$ cat config.mk
export PLATFORM = sky130hd
export DESIGN_NAME = ecmc_top
export DESIGN_NICKNAME = d
export VERILOG_FILES = /design/src/ecmc_pkg.sv /design/src/ecmc_capture_det.sv /design/src/ecmc_top.sv
export SDC_FILE = /design/constraint.sdc
export NUM_CORES = 1
export LEC_CHECK = 0
export BUFFER_PORTS_ARGS = -buffer_cell sky130_fd_sc_hd__buf_4
export CORE_MARGIN = 2
export CORE_UTILIZATION = 49
export DETAILED_ROUTE_END_ITERATION = 8
export PLACE_DENSITY = 0.81
export SETUP_SLACK_MARGIN = 0.1
export SLEW_MARGIN = 20
export SYNTH_ARGS = -nofsm -noshare
export SYNTH_HDL_FRONTEND = slang
export SYNTH_SLANG_ARGS = --single-unit
$ cat constraint.sdc
create_clock -name I_CLK -period 4.1 [get_ports I_CLK]
set_clock_uncertainty 0.1 [all_clocks]
set_input_delay 0 -clock I_CLK [delete_from_list [all_inputs] [get_ports I_CLK]]
set_output_delay 0 -clock I_CLK [all_outputs]
set_load 0.02 [all_outputs]
$ cat src/ecmc_pkg.sv
package ecmc_pkg;

  // ----------------------------------------------------------------
  // register map (byte addresses)
  // ----------------------------------------------------------------
  localparam logic [4:0] CTRL_OFS = 5'h00;
  localparam logic [4:0] CAP_LO_OFS = 5'h04;
  localparam logic [4:0] CAP_HI_OFS = 5'h08;
  localparam logic [4:0] FLAG_OFS = 5'h0C;
  localparam logic [4:0] STAT_OFS = 5'h10;

  // ----------------------------------------------------------------
  // control register fields and reset values
  // ----------------------------------------------------------------
  localparam int CFG_MSB = 7;
  localparam int CFG_LSB = 6;
  localparam int DUTY_MSB = 5;
  localparam int DUTY_LSB = 4;
  localparam int MODE_MSB = 3;
  localparam int MODE_LSB = 0;
  localparam int FLAG_BIT = 0;
  localparam logic [7:0] CTRL_RST = 8'h00;
  localparam logic [7:0] CAP_RST = 8'h00;

  // prescaler terminal counts
  localparam logic [3:0] PRE4_LAST = 4'h3;
  localparam logic [3:0] PRE16_LAST = 4'hF;
  localparam logic [3:0] PRE_RST = 4'h0;

  // axi responses
  localparam logic [1:0] RESP_OKAY = 2'h0;
  localparam logic [1:0] RESP_SLVERR = 2'h2;

  // ----------------------------------------------------------------
  // types
  // ----------------------------------------------------------------
  typedef enum logic [3:0] {
    MODE_OFF = 4'h0,
    MODE_RSV1 = 4'h1,
    MODE_CMP_TOGGLE = 4'h2,
    MODE_RSV3 = 4'h3,
    MODE_CAP_FALL = 4'h4,
    MODE_CAP_RISE = 4'h5,
    MODE_CAP_RISE4 = 4'h6,
    MODE_CAP_RISE16 = 4'h7,
    MODE_CMP_SET = 4'h8,
    MODE_CMP_CLR = 4'h9,
    MODE_CMP_SWI = 4'hA,
    MODE_CMP_SPECIAL = 4'hB,
    MODE_PWM_HH = 4'hC,
    MODE_PWM_HL = 4'hD,
    MODE_PWM_LH = 4'hE,
    MODE_PWM_LL = 4'hF
  } ecmc_mode_e;

  typedef enum logic [2:0] {
    ROLE_PORT = 3'h0,
    ROLE_CAPCMP = 3'h1,
    ROLE_MOD = 3'h2,
    ROLE_ACTIVE = 3'h3,
    ROLE_INACTIVE = 3'h4
  } ecmc_role_e;

  typedef struct packed {
    ecmc_role_e role_d;
    ecmc_role_e role_c;
    ecmc_role_e role_b;
    ecmc_role_e role_a;
    logic pol_bd_low;
    logic pol_ac_low;
    logic use_timer2;
    logic [9:0] duty;
  } ecmc_steer_s;

  function automatic logic ecmc_is_capture(input logic [3:0] m);
    return m[3:2] == 2'b01;
  endfunction : ecmc_is_capture

  function automatic logic ecmc_is_compare(input logic [3:0] m);
    return (m == MODE_CMP_TOGGLE) || (m[3:2] == 2'b10);
  endfunction : ecmc_is_compare

  function automatic logic ecmc_is_pwm(input logic [3:0] m);
    return m[3:2] == 2'b11;
  endfunction : ecmc_is_pwm

endpackage : ecmc_pkg

$ cat src/ecmc_capture_det.sv
`timescale 1ns/100ps
`default_nettype none
module ecmc_capture_det
  import ecmc_pkg::*;
(
  input wire logic i_clk,
  input wire logic i_rst,
  input wire logic i_pin,
  input wire logic [3:0] i_mode,
  input wire logic i_clear,
  output logic o_event
);

  // ----------------------------------------------------------------
  // synchroniser and edge detect
  // ----------------------------------------------------------------
  logic meta_q;
  logic sync_q;
  logic prev_q;
  logic [3:0] pre_q;
  logic rise;
  logic fall;
  logic pre_hit;

  // pin level seen regardless of pin direction, so port writes count
  always_ff @(posedge i_clk) begin
    if (i_rst) begin
      meta_q <= 1'b0;
      sync_q <= 1'b0;
      prev_q <= 1'b0;
    end else begin
      meta_q <= i_pin;
      sync_q <= meta_q;
      prev_q <= sync_q;
    end
  end

  assign rise = sync_q & ~prev_q;
  assign fall = ~sync_q & prev_q;

  // ----------------------------------------------------------------
  // prescaler
  // ----------------------------------------------------------------
  assign pre_hit = (i_mode == MODE_CAP_RISE4) ? (pre_q[1:0] == PRE4_LAST[1:0]) :
                   (pre_q == PRE16_LAST);

  // a direct switch between prescaled modes keeps the count on purpose
  always_ff @(posedge i_clk) begin
    if (i_rst || i_clear || !ecmc_is_capture(i_mode)) begin
      pre_q <= PRE_RST;
    end else if (rise && (i_mode[1] == 1'b1)) begin
      pre_q <= pre_q + 4'h1;
    end
  end

  always_ff @(posedge i_clk) begin
    if (i_rst || i_clear) begin
      o_event <= 1'b0;
    end else begin
      unique case (i_mode)
        MODE_CAP_FALL: o_event <= fall;
        MODE_CAP_RISE: o_event <= rise;
        MODE_CAP_RISE4, MODE_CAP_RISE16: o_event <= rise & pre_hit;
        default: o_event <= 1'b0;
      endcase
    end
  end

endmodule : ecmc_capture_det
`default_nettype wire

$ cat src/ecmc_top.sv
// Summary of operation
// - writing mode zero turns unit off and returns it to reset state; here the unit flag and both capture bytes keep their values.
// - modes 0100..0111 capture on fall, rise, every 4th, every 16th rise.
// - mode 0010 toggles compare output on match and sets unit flag.
// - mode 1000 sets, 1001 clears compare output on match; both set flag.
// - mode 1010 only sets the flag on match; pin untouched.
// - mode 1011 match sets flag, resets timer1, starts conversion if enabled.
// - modes 11xx select pwm; bits 1 and 0 pick A/C and B/D polarity.
// - in pwm the config field picks single, bridge forward, half, reverse.
// - outside pwm config ignored; A is capture/compare pin, B-D port pins.
// - duty low bits join low capture byte into 10-bit duty, pwm only.
// - a capture event copies the 16-bit timer1 count into capture bytes.
// - capture sets unit flag; only software clears it.
// - a newer capture overwrites an unread one with no record.
// - edge detector watches pin level whatever its direction.
// - prescaler cleared while off, outside capture, and on reset.
// - switching prescalers keeps the count; software writes zero first.
// - capture and compare use timer1; pwm uses timer2.
// - special event at match; timer1 reset at next timer1 clock edge.
// - no overflow flag from special event; reset dropped if match lost.
// - writing zero to control forces compare output latch low.
//
// Chosen here: the address map and register access over AXI4-Lite.
`timescale 1ns/100ps
`default_nettype none
module ecmc_top
  import ecmc_pkg::*;
#(
  parameter int unsigned ADDR_W = 5
) (
  input wire logic I_CLK,
  input wire logic I_SYS_RST,
  input wire logic [ADDR_W-1:0] I_AWADDR,
  input wire logic I_AWVALID,
  output logic O_AWREADY,
  input wire logic [31:0] I_WDATA,
  input wire logic [3:0] I_WSTRB,
  input wire logic I_WVALID,
  output logic O_WREADY,
  output logic [1:0] O_BRESP,
  output logic O_BVALID,
  input wire logic I_BREADY,
  input wire logic [ADDR_W-1:0] I_ARADDR,
  input wire logic I_ARVALID,
  output logic O_ARREADY,
  output logic [31:0] O_RDATA,
  output logic [1:0] O_RRESP,
  output logic O_RVALID,
  input wire logic I_RREADY,
  input wire logic I_CAP_PIN,
  input wire logic [15:0] I_T1_COUNT,
  input wire logic I_T1_TICK,
  input wire logic I_ADC_ENABLED,
  output logic O_CMP_OUT,
  output logic O_SPECIAL_EVENT,
  output logic O_T1_RESET,
  output logic O_ADC_START,
  output logic O_IRQ_FLAG,
  output ecmc_steer_s O_STEER
);

  // ----------------------------------------------------------------
  // decoding helper
  // ----------------------------------------------------------------
  function automatic logic [2:0] reg_index(input logic [ADDR_W-1:0] a);
    logic [4:0] w;
    w = 5'(a);
    unique case (w)
      CTRL_OFS: reg_index = 3'h0;
      CAP_LO_OFS: reg_index = 3'h1;
      CAP_HI_OFS: reg_index = 3'h2;
      FLAG_OFS: reg_index = 3'h3;
      STAT_OFS: reg_index = 3'h4;
      default: reg_index = 3'h7;
    endcase
  endfunction : reg_index

  // ----------------------------------------------------------------
  // declarations
  // ----------------------------------------------------------------
  logic [7:0] ctrl_q;
  logic [7:0] cap_lo_q;
  logic [7:0] cap_hi_q;
  logic flag_q;
  logic [ADDR_W-1:0] aw_addr_q;
  logic aw_held_q;
  logic [31:0] w_data_q;
  logic [3:0] w_strb_q;
  logic w_held_q;
  logic do_write;
  logic [2:0] wr_idx;
  logic wr_lane0;
  logic wr_ctrl;
  logic wr_cap_lo;
  logic wr_cap_hi;
  logic wr_flag;
  logic clear_unit;
  logic [3:0] mode;
  logic cap_event;
  logic match_now;
  logic match_q;
  logic match_rise;
  logic reset_pend_q;
  logic [31:0] rd_data;
  logic [1:0] rd_resp;
  ecmc_steer_s steer_d;

  assign mode = ctrl_q[MODE_MSB:MODE_LSB];

  // ----------------------------------------------------------------
  // axi write channel
  // ----------------------------------------------------------------
  assign do_write = aw_held_q && w_held_q && !O_BVALID;
  assign wr_idx = reg_index(aw_addr_q);
  assign wr_lane0 = do_write && w_strb_q[0];
  assign wr_ctrl = wr_lane0 && (wr_idx == 3'h0);
  assign wr_cap_lo = wr_lane0 && (wr_idx == 3'h1);
  assign wr_cap_hi = wr_lane0 && (wr_idx == 3'h2);
  assign wr_flag = wr_lane0 && (wr_idx == 3'h3);
  assign clear_unit = wr_ctrl && (w_data_q[MODE_MSB:MODE_LSB] == MODE_OFF);

  // address and data are taken independently, in either order
  always_ff @(posedge I_CLK) begin
    if (I_SYS_RST) begin
      aw_held_q <= 1'b0;
      aw_addr_q <= '0;
      O_AWREADY <= 1'b1;
    end else if (O_AWREADY && I_AWVALID) begin
      aw_held_q <= 1'b1;
      aw_addr_q <= I_AWADDR;
      O_AWREADY <= 1'b0;
    end else if (do_write) begin
      aw_held_q <= 1'b0;
      O_AWREADY <= 1'b1;
    end
  end

  always_ff @(posedge I_CLK) begin
    if (I_SYS_RST) begin
      w_held_q <= 1'b0;
      w_data_q <= 32'h0000_0000;
      w_strb_q <= 4'h0;
      O_WREADY <= 1'b1;
    end else if (O_WREADY && I_WVALID) begin
      w_held_q <= 1'b1;
      w_data_q <= I_WDATA;
      w_strb_q <= I_WSTRB;
      O_WREADY <= 1'b0;
    end else if (do_write) begin
      w_held_q <= 1'b0;
      O_WREADY <= 1'b1;
    end
  end

  always_ff @(posedge I_CLK) begin
    if (I_SYS_RST) begin
      O_BVALID <= 1'b0;
      O_BRESP <= RESP_OKAY;
    end else if (do_write) begin
      O_BVALID <= 1'b1;
      O_BRESP <= (wr_idx == 3'h7) ? RESP_SLVERR : RESP_OKAY;
    end else if (I_BREADY) begin
      O_BVALID <= 1'b0;
    end
  end

  // ----------------------------------------------------------------
  // axi read channel
  // ----------------------------------------------------------------
  always_comb begin
    rd_resp = RESP_OKAY;
    unique case (reg_index(I_ARADDR))
      3'h0: rd_data = {24'h00_0000, ctrl_q};
      3'h1: rd_data = {24'h00_0000, cap_lo_q};
      3'h2: rd_data = {24'h00_0000, cap_hi_q};
      3'h3: rd_data = {31'h0000_0000, flag_q};
      3'h4: rd_data = {29'h0000_0000, reset_pend_q, match_q, O_CMP_OUT};
      default: begin
        rd_data = 32'h0000_0000;
        rd_resp = RESP_SLVERR;
      end
    endcase
  end

  always_ff @(posedge I_CLK) begin
    if (I_SYS_RST) begin
      O_ARREADY <= 1'b1;
      O_RVALID <= 1'b0;
      O_RDATA <= 32'h0000_0000;
      O_RRESP <= RESP_OKAY;
    end else if (O_ARREADY && I_ARVALID) begin
      O_ARREADY <= 1'b0;
      O_RVALID <= 1'b1;
      O_RDATA <= rd_data;
      O_RRESP <= rd_resp;
    end else if (O_RVALID && I_RREADY) begin
      O_RVALID <= 1'b0;
      O_ARREADY <= 1'b1;
    end
  end

  // ----------------------------------------------------------------
  // control register
  // ----------------------------------------------------------------
  always_ff @(posedge I_CLK) begin
    if (I_SYS_RST) begin
      ctrl_q <= CTRL_RST;
    end else if (wr_ctrl) begin
      ctrl_q <= w_data_q[7:0];
    end
  end

  // ----------------------------------------------------------------
  // capture path
  // ----------------------------------------------------------------
  ecmc_capture_det u_det (
    .i_clk(I_CLK),
    .i_rst(I_SYS_RST),
    .i_pin(I_CAP_PIN),
    .i_mode(mode),
    .i_clear(clear_unit),
    .o_event(cap_event)
  );

  // capture wins over a software write in the same cycle
  always_ff @(posedge I_CLK) begin
    if (I_SYS_RST) begin
      cap_lo_q <= CAP_RST;
      cap_hi_q <= CAP_RST;
    end else if (cap_event && ecmc_is_capture(mode)) begin
      cap_lo_q <= I_T1_COUNT[7:0];
      cap_hi_q <= I_T1_COUNT[15:8];
    end else begin
      if (wr_cap_lo) begin
        cap_lo_q <= w_data_q[7:0];
      end
      if (wr_cap_hi) begin
        cap_hi_q <= w_data_q[7:0];
      end
    end
  end

  // ----------------------------------------------------------------
  // compare path
  // ----------------------------------------------------------------
  assign match_now = ecmc_is_compare(mode) && (I_T1_COUNT == {cap_hi_q, cap_lo_q});
  assign match_rise = match_now && !match_q;

  always_ff @(posedge I_CLK) begin
    if (I_SYS_RST || clear_unit) begin
      match_q <= 1'b0;
    end else begin
      match_q <= match_now;
    end
  end

  // separate from the port data latch; low whenever unit is cleared
  always_ff @(posedge I_CLK) begin
    if (I_SYS_RST || clear_unit) begin
      O_CMP_OUT <= 1'b0;
    end else if (match_rise) begin
      unique case (mode)
        MODE_CMP_TOGGLE: O_CMP_OUT <= ~O_CMP_OUT;
        MODE_CMP_SET: O_CMP_OUT <= 1'b1;
        MODE_CMP_CLR: O_CMP_OUT <= 1'b0;
        default: O_CMP_OUT <= O_CMP_OUT;
      endcase
    end
  end

  // ----------------------------------------------------------------
  // special event trigger
  // ----------------------------------------------------------------
  always_ff @(posedge I_CLK) begin
    if (I_SYS_RST || clear_unit) begin
      O_SPECIAL_EVENT <= 1'b0;
      O_ADC_START <= 1'b0;
    end else begin
      O_SPECIAL_EVENT <= match_rise && (mode == MODE_CMP_SPECIAL);
      O_ADC_START <= match_rise && (mode == MODE_CMP_SPECIAL) && I_ADC_ENABLED;
    end
  end

  // timer1 reset waits for its own clock tick; a lost match cancels it
  always_ff @(posedge I_CLK) begin
    if (I_SYS_RST || clear_unit) begin
      reset_pend_q <= 1'b0;
      O_T1_RESET <= 1'b0;
    end else begin
      O_T1_RESET <= 1'b0;
      if (reset_pend_q && I_T1_TICK) begin
        reset_pend_q <= 1'b0;
        O_T1_RESET <= match_now;
      end else if (match_rise && (mode == MODE_CMP_SPECIAL)) begin
        reset_pend_q <= 1'b1;
      end
    end
  end

  // ----------------------------------------------------------------
  // unit flag
  // ----------------------------------------------------------------
  // no overflow flag path exists here; special event only sets this one
  always_ff @(posedge I_CLK) begin
    if (I_SYS_RST) begin
      flag_q <= 1'b0;
    end else if ((cap_event && ecmc_is_capture(mode)) || match_rise) begin
      flag_q <= 1'b1;
    end else if (wr_flag) begin
      flag_q <= w_data_q[FLAG_BIT];
    end
  end

  always_ff @(posedge I_CLK) begin
    if (I_SYS_RST) begin
      O_IRQ_FLAG <= 1'b0;
    end else begin
      O_IRQ_FLAG <= flag_q;
    end
  end

  // ----------------------------------------------------------------
  // output steering
  // ----------------------------------------------------------------
  always_comb begin
    steer_d = '0;
    steer_d.role_a = ROLE_CAPCMP;
    steer_d.role_b = ROLE_PORT;
    steer_d.role_c = ROLE_PORT;
    steer_d.role_d = ROLE_PORT;
    if (ecmc_is_pwm(mode)) begin
      steer_d.use_timer2 = 1'b1;
      steer_d.pol_ac_low = mode[1];
      steer_d.pol_bd_low = mode[0];
      steer_d.duty = {cap_lo_q, ctrl_q[DUTY_MSB:DUTY_LSB]};
      unique case (ctrl_q[CFG_MSB:CFG_LSB])
        2'b00: begin
          steer_d.role_a = ROLE_MOD;
        end
        2'b01: begin
          steer_d.role_a = ROLE_ACTIVE;
          steer_d.role_b = ROLE_INACTIVE;
          steer_d.role_c = ROLE_INACTIVE;
          steer_d.role_d = ROLE_MOD;
        end
        2'b10: begin
          steer_d.role_a = ROLE_MOD;
          steer_d.role_b = ROLE_MOD;
        end
        2'b11: begin
          steer_d.role_a = ROLE_INACTIVE;
          steer_d.role_b = ROLE_MOD;
          steer_d.role_c = ROLE_ACTIVE;
          steer_d.role_d = ROLE_INACTIVE;
        end
      endcase
    end
  end

  always_ff @(posedge I_CLK) begin
    if (I_SYS_RST) begin
      O_STEER <= '0;
    end else begin
      O_STEER <= steer_d;
    end
  end

endmodule : ecmc_top
`default_nettype wire

==> results.cfg, run 1 <==
[run_status]
status = complete, no violations

[detailed_routing]
drcViolationCount = 0
vias = 3356
vias_per_cell = 5.10
finalWirelength_mm = 9.55
detail_route.wl_per_cell_um = 14.5
ant_nets = 0
drt-initial-drc-count = 171
dr.pass1.iters = 5

[finish]
num_antenna_cells = 0
multiInputGateArea_um2 = 1890
layout_commonest_cell = dfxtp_1
drive_gt1_frac = 0.191
nets = 624
seq_area_um2 = 1780
area_growth_pct = 30.0
mostFrequentLayoutCells = 89 x dfxtp_1, 87 x buf_4, 49 x dlygate4sd3_1
nFillCells = 607

[logic_synthesis]
ys_top_cells_by_area = dfxtp_1 45%, mux2i_1 8.6%, buf_4 6.6%, nor2_1 4.4%, xor2_1 4.0%
ys_seq_area_frac = 0.450
syn-cell-area_um2 = 3960
synthFlopType = dfxtp_1
yosys.area.top_type = dfxtp_1
synthesis.instances = 434
avgSynthCellArea_um2 = 9.13
ys_warn_count = 0
yosys_register_bits = 89
async_flop_share = 0
netlist.area_leader.share = 0.450
synth_edf_count = 0
synth_cell_type_count = 43

[clock_tree]
cts_tree = yes
cts_made_buffers = 9
h-tree-depth = 3
clk_path_buf_depth = 2
cts_num_sinks = 89
post-cts-setup-buffers = 0
cts_root_buffer = clkbuf_8
path_clk_slew_ps = 90
clock_latency_ps = 360

[timing]
fin_setup_tns_ps = 0
slew_headroom = 0.445
rsz0062_at_grt = false
max_freq_ghz = 0.460
fin_crit_ps = 2170
finalCritPeriodShare = 0.530
worst_pin_slew_ps = 825
finalSetupViolCount = 0
slew_viol_final = 0
hold_viol = 0

[die]
core_um2 = 7770
die_y_um = 93.9
fp-row-count = 32
start_util = 0.510
io_pins = 143
fp.dieW_um = 93.9
die_area_um2 = 8820

[pwr]
p_per_area_nw_per_um2 = 317
power.total_mw = 1.63
p_leak_nw = 2.37
vdd_drop_max_mv = 0.182

[critical_path]
setup.worst_path.start_class = flip-flop
crit_path_max_fanout = 8
arrival_ps = 2340
crit_path_end_kind = flip-flop
reg2reg_slack_ps = 1930
crit_type = reg -> reg
required_ps = 4270

[global_routing]
overflow = 0
grt_max_degree = 66
grt_pass1_vias = 3199
grt_pass1_wl_mm = 15.0
grt_use_total = 0.220
antenna_found_initial = 0

[place]
gp_congestion = 0.893
hpwl_mm = 6.34
io_buffers = 87

[min_path]
hp-class = in -> reg

[run]
maxCapViolations = 0
[area by class of cell]
cell class / instances / share of cell area
multi-input combinational: 308 / 0.367
sequential: 89 / 0.346
timing repair buffer: 136 / 0.222
clock buffer: 11 / 0.0275
tap: 102 / 0.0248
clock inverter: 5 / 0.00753
inverter: 7 / 0.00510
[where the power goes]
group          switching [mW]  internal (mW)  leakage [nW]  total, mW
logic                  0.0997         0.0888          1.55      0.189
registers              0.0169          0.881         0.722      0.898
clock network           0.306          0.240        0.0899      0.546
[state kept, by name, indices dropped and copies added, names as in the netlist, 4 cells and up]
register / cells
O_STEER: 18
cap_lo_q: 8
u_det.pre_q: 4
w_data_q: 8
cap_hi_q: 8
O_RDATA: 8
ctrl_q: 8
aw_addr_q: 5
[cells in the mapped netlist (all sizes together) (10+ instances only)]
cell type and count:
dfxtp 89, nor2 46, buf 38, nand2 35
mux2i 34, a21oi 22, clkbuf 19, a211oi 18
xor2 18, and2 16, o21ai 13, nand3 10
[timing repair]
item / in CTS / in global routing
gates resized for setup: 0 / 0
endpoints found under the hold margin: 47 / 0
hold buffers: 49 / 0
[per-layer routing]
| metal | up-vias | global-route usage | share of wire |
|---|---|---|---|
| met3 | 18 | 0.0433 | 0.062 |
| met2 | 130 | 0.391 | 0.50 |
| met4 | 0 | 0.100 | 0.023 |
| li1 | 1668 | - | - |
| met5 | - | 0 | 0 |
| met1 | 1540 | 0.253 | 0.42 |
[stage by stage]
stage               area, um^2  setup WS (ps)  instances   util  hold slack [ps]
floorplan                 4060           2290        461      -             28.2
global placement          4470           2000        593  0.576              115
detailed placement        4470           1970        593  0.576              116
CTS                       5140           1940        658  0.662             3.82
global route              5150           1770        658  0.663             48.3
finish                    5150           1930        658  0.663             16.1
[final timing paths]
kind                startpoint      endpoint  depth (start not counted)
hold / removal     I_ARADDR[3]    O_RDATA[2]                          4
setup / recovery      O_BVALID   cap_lo_q[7]                          5
setup reg to reg      O_BVALID   cap_lo_q[7]                          5
hold reg to reg   u_det.meta_q  u_det.sync_q                          1
[worst max-delay path, cell delays in order, from the launching register on]
cell,delay [ps]
dfxtp_1,360
and3b_1,420
and3_1,250
nand3b_1,430
mux2i_1,250
a211oi_1,270
[cell families after synthesis]
kind of cell | Yosys count | share of synthesized area
AND/OR/NAND/NOR | 151 | 0.190
flip-flops | 89 | 0.450
AO/OA/AOI/OAI | 74 | 0.122
buffers and inverters | 64 | 0.100
multiplexers | 35 | 0.0916
XOR/XNOR | 19 | 0.0420
adder cells (fa/ha/maj) | 1 | 0.00316
other | 1 | 0.000947
Power figures use the tool's default switching activity.
==> run 2: changes to the inputs <==
--- a/config.mk
+++ b/config.mk
@@ -7,9 +7,9 @@
 export LEC_CHECK = 0
 export BUFFER_PORTS_ARGS = -buffer_cell sky130_fd_sc_hd__buf_4
 export CORE_MARGIN = 2
-export CORE_UTILIZATION = 49
+export CORE_UTILIZATION = 45
 export DETAILED_ROUTE_END_ITERATION = 8
-export PLACE_DENSITY = 0.81
+export PLACE_DENSITY = 0.78
 export SETUP_SLACK_MARGIN = 0.1
 export SLEW_MARGIN = 20
 export SYNTH_ARGS = -nofsm -noshare
==> constraint.sdc (replaced) <==
create_clock -name I_CLK -period 1.8 [get_ports I_CLK]
set_clock_uncertainty 0.1 [all_clocks]
set_input_delay 0 -clock I_CLK [delete_from_list [all_inputs] [get_ports I_CLK]]
set_output_delay 0 -clock I_CLK [all_outputs]
set_load 0.02 [all_outputs]
==> run 2 against run 1 <==
The run now ends with setup timing left. Critical path depth did not move. Register-to-register slack worse by 1900 ps. Via count rose by 4.2%. Core utilization fell by 2.6 points. Total power up 150%. Non-clock buffer count up 30. Worst setup slack worse by 1900 ps. First-iteration DRC count shrank 7.0%.
==> results.cfg, run 2 (synthesis results as in run 1) <==
[run_status]
status = finished, violations left
violations = setup timing

[finish]
num_antenna_cells = 0
area_growth_pct = 38.8
drive_gt1_frac = 0.244
final_cells = 694
top_register = O_STEER
largest_reg_flops = 18
layout_commonest_cell = buf_4
nets = 654
mostFrequentLayoutCells = 108 x buf_4, 85 x dfxtp_1, 55 x dlygate4sd3_1

[die]
die_area_um2 = 9570
fp.dieW_um = 97.8
io_pins = 143
fp-row-count = 34
die_y_um = 97.8
core_um2 = 8640
start_util = 0.459

[timing]
finalSetupViolCount = 1
finalCritPeriodShare = 1.00
hold_viol = 0
max_freq_ghz = 0.555
slew_viol_final = 0
fin_crit_ps = 1800
setup_ws_ps = -0.932
rsz0062_at_grt = true

[detailed_routing]
finalWirelength_mm = 10.1
ant_nets = 0
vias = 3496
drcViolationCount = 0
dr.pass1.iters = 5
detail_route.wl_per_cell_um = 14.6
vias_per_cell = 5.04
drt-initial-drc-count = 159

[critical_path]
reg2reg_depth = 5
crit_type = reg -> reg
crit_path_max_fanout = 3
arrival_ps = 1980
reg2reg_slack_ps = -0.9
crit_start = cap_lo_q[2]
setup.worst_path.start_class = flip-flop
critPathCapture = O_CMP_OUT
crit_path_end_kind = flip-flop
required_ps = 1980
reg2reg_to = O_CMP_OUT
r2r-start = cap_lo_q[2]

[pwr]
pwr-share-seq = 0.510
comb_power_share = 0.118
p_leak_nw = 2.55
vdd_drop_max_mv = 0.452
internal_power_mw = 2.92
switching_share = 0.270
p_sw_mw = 1.08
p_per_area_nw_per_um2 = 728
clkPwrFrac = 0.372

[place]
io_buffers = 87
hpwl_mm = 6.80
gp_congestion = 0.854
dp_worst_setup_slack_ps = -30.7
dp_cells = 621

[clock_tree]
cts_tree = yes
cts_made_buffers = 9
cts_num_sinks = 89
clk_path_buf_depth = 2
cts_root_buffer = clkbuf_8
clock_latency_ps = 370
path_clk_slew_ps = 100
h-tree-depth = 3

[global_routing]
overflow = 0
grt_pass1_vias = 3415
grt_pass1_wl_mm = 16.2
grt_use_total = 0.210
antenna_found_initial = 0
grt_max_degree = 34

[run]
maxCapViolations = 0

[min_path]
hp-class = in -> reg
[run 2: cell count changes in the layout (fill, tap and decap cells not counted), moves of 3 or more]
cell,before,now
dlygate4sd3_1,49,55
nor4_2,0,3
dfxtp_2,0,3
nor4_1,5,2
dfxtp_1,89,85
buf_4,87,108
[run 2: timing repair]
| action | 4_1_cts | 5_1_grt |
|---|---|---|
| hold buffers | 54 | 1 |
| resized for setup | 4 | 10 |
| endpoints found under the hold margin | 53 | 4 |
| pin swaps | 1 | 8 |
| buffers inserted | 1 | 1 |
| endpoints found under the setup margin | 10 | 30 |
[run 2: worst max-delay path, cell delays in order (launching register included)]
cell and delay, ps:
dfxtp_2 340, xor2_1 170, nor4_2 360, nand3_2 170, or4_1 500, o31ai_1 80
[run 2: final cells by class]
| type | count | area [um^2] |
|---|---|---|
| Multi-Input combinational cell | 308 | 1920 |
| Inverter | 7 | 26.3 |
| Clock inverter | 7 | 95.1 |
| Tap cell | 108 | 135 |
| Fill cell | 698 | 3140 |
| Sequential cell | 89 | 1790 |
| Clock buffer | 9 | 124 |
| Timing Repair Buffer | 166 | 1400 |
[run 2: routing by layer]
metal  wire [um]  track usage
met3         606       0.0515
met4         304       0.0940
met2        5120        0.362
met5           0            0
met1        4100        0.248
[run 2: stage by stage]
step           utilization  cell area, um^2  TNS [ps]  power (mW)  hold WS (ps)
2_1_floorplan            -             4070         0        2.33          28.2
3_3_place_gp         0.540             4660         0        2.43           115
3_5_place_dp         0.540             4660     -30.7        2.44           115
4_1_cts              0.631             5450         0        4.02          62.2
5_1_grt              0.636             5500      -114        4.16          81.0
6_report             0.636             5500    -0.932        4.00          73.7
[run 2: power by group through the flow]
stage          Combinational [mW]  Clock [mW]  Sequential [mW]
2_1_floorplan               0.234           0             2.09
3_3_place_gp                0.351           0             2.08
3_5_place_dp                0.358           0             2.08
4_1_cts                     0.457        1.52             2.04
5_1_grt                     0.507        1.61             2.05
6_report                    0.471        1.49             2.04
[run 2: worst min path at each step]
stage	start	to	slack [ps]	depth (start not counted)
after floorplan	I_CAP_PIN	u_det.meta_q	30	1
after global placement	I_CAP_PIN	u_det.meta_q	120	2
after detailed placement	I_CAP_PIN	u_det.meta_q	110	2
after CTS	I_ARADDR[2]	O_RDATA[0]	60	4
after global routing	I_ARADDR[2]	O_RDATA[0]	80	4
final	I_ARADDR[2]	O_RDATA[0]	70	4
==> run 3: changes to the inputs <==
--- a/config.mk
+++ b/config.mk
@@ -8,8 +8,9 @@
 export BUFFER_PORTS_ARGS = -buffer_cell sky130_fd_sc_hd__buf_4
 export CORE_MARGIN = 2
 export CORE_UTILIZATION = 45
+export CTS_CLUSTER_DIAMETER = 150
 export DETAILED_ROUTE_END_ITERATION = 8
-export PLACE_DENSITY = 0.78
+export PLACE_DENSITY = 0.82
 export SETUP_SLACK_MARGIN = 0.1
 export SLEW_MARGIN = 20
 export SYNTH_ARGS = -nofsm -noshare
==> constraint.sdc (replaced) <==
create_clock -name I_CLK -period 1.8 [get_ports I_CLK]
set_clock_uncertainty 0.1 [all_clocks]
set_input_delay 0 -clock I_CLK [delete_from_list [all_inputs] [get_ports I_CLK]]
set_output_delay 0 -clock I_CLK [all_outputs]
set_load 0.01 [all_outputs]
==> run 3 against run 2 <==
Highest routed layer unchanged. Die area is the same. Sequential share of layout area grew 0.13 points. Via count grew 2.4%. Worst setup slack gained 44 ps. Count of clock-buffer cells in the layout is the same. Core utilization shrank 0.17 points. Total power shrank 3.3%. The flow now finishes without violations. Maximum frequency grew 2.5%. Global-route usage grew 1.1 points.
==> results.cfg, run 3 (synthesis results as in run 1) <==
[run_status]
status = complete, no violations

[global_routing]
grt_use_total = 0.221
grt_max_degree = 24
grt_pass1_vias = 3614
antenna_found_initial = 0
overflow = 0
grt_pass1_wl_mm = 17.2

[timing]
finalSetupViolCount = 0
hold_viol = 0
fin_setup_tns_ps = 0
worst_pin_slew_ps = 515
fin_crit_ps = 1760
rsz0062_at_grt = true
finalCritPeriodShare = 0.976
setup_ws_ps = 42.9
max_freq_ghz = 0.569
slew_headroom = 0.654
slew_viol_final = 0

[finish]
fin_area_um2 = 5480
top_register = O_STEER
num_antenna_cells = 0
drive_gt1_frac = 0.264
nets = 655
mostFrequentLayoutCells = 113 x buf_4, 81 x dfxtp_1, 52 x dlygate4sd3_1
nFillCells = 675
largest_reg_flops = 18
layout_commonest_cell = buf_4
final_cells = 695
area_growth_pct = 38.4

[min_path]
hp-class = in -> reg

[die]
die_area_um2 = 9570
die_y_um = 97.8
core_um2 = 8640
fp.dieW_um = 97.8
start_util = 0.459
io_pins = 143
fp-row-count = 34

[pwr]
power.total_mw = 3.87
clkPwrFrac = 0.362
vdd_drop_max_mv = 0.475
switching_share = 0.256
p_sw_mw = 0.990
internal_power_mw = 2.88
comb_power_share = 0.111
p_leak_nw = 2.54
pwr-share-seq = 0.527
p_per_area_nw_per_um2 = 706

[critical_path]
crit_path_max_fanout = 3
crit_path_end_kind = flip-flop
setup.worst_path.start_class = flip-flop
arrival_ps = 1940
crit_type = reg -> reg
required_ps = 1980

[clock_tree]
clock_latency_ps = 360
cts_root_buffer = clkbuf_8
path_clk_slew_ps = 90
cts_num_sinks = 89
h-tree-depth = 3
cts_tree = yes
cts_made_buffers = 9
clk_path_buf_depth = 2

[place]
hpwl_mm = 6.97
dp_worst_setup_slack_ps = -7.00
gp_congestion = 0.922
dpl_cell_area_um2 = 4650
io_buffers = 87
dp_cells = 622

[detailed_routing]
vias_per_cell = 5.15
ant_nets = 0
finalWirelength_mm = 10.5
dr.pass1.iters = 7
vias = 3581
drt-initial-drc-count = 169
drcViolationCount = 0
detail_route.wl_per_cell_um = 15.1

[run]
maxCapViolations = 0
==> run 3: stage by stage <==
stage	util	hold WS (ps)
2_1_floorplan	-	28.2
3_3_place_gp	0.539	116
3_5_place_dp	0.539	118
4_1_cts	0.627	3.94
5_1_grt	0.635	71.4
6_report	0.635	29.0
==> run 3: power groups by stage <==
stage | logic (mW) | clock network, mW | registers (mW)
global placement | 0.310 | 0 | 2.08
CTS | 0.411 | 1.42 | 2.04
finish | 0.428 | 1.40 | 2.04
global route | 0.460 | 1.51 | 2.05
detailed placement | 0.318 | 0 | 2.08
floorplan | 0.207 | 0 | 2.08
==> run 3: critical path, cell delays in order, from the launching register on <==
cell	delay, ps
dfxtp_2	340
xor2_1	150
nor4_2	310
nand3_1	210
or4_1	500
o31ai_1	70
==> run 3: area by class of cell <==
class                   count  area, um^2  area share
flip-flops and latches     89        1790       0.327
multi-input cells         308        1930       0.353
well taps                 108         135      0.0247
inverters                   7        26.3     0.00479
clock inverters             7        78.8      0.0144
clock buffers               9         124      0.0226
repair buffers            167        1390       0.254
==> run 3: per-layer routing <==
layer  up-vias  share of wire  track usage
li1       1727              -            -
met1      1668           0.40        0.263
met2       160           0.50        0.379
met3        26          0.063       0.0501
met4         0          0.028        0.103
met5         -              0            0
==> run 3: final timing paths <==
check                           slack [ps]         start  cells after the start           end
worst max-delay path                    40   cap_lo_q[6]                      5     O_CMP_OUT
worst min-delay path                    30   I_ARADDR[3]                      4    O_RDATA[1]
worst max register to register          40   cap_lo_q[6]                      5     O_CMP_OUT
worst min register to register         350  u_det.meta_q                      1  u_det.sync_q
==> run 3: timing repair <==
item / CTS / global route
gates cloned: 0 / 0
hold buffers: 51 / 1
gates resized for setup: 9 / 13
pin swaps: 6 / 5
buffers inserted: 4 / 1
setup endpoints to repair: 17 / 29
endpoints found under the hold margin: 48 / 5
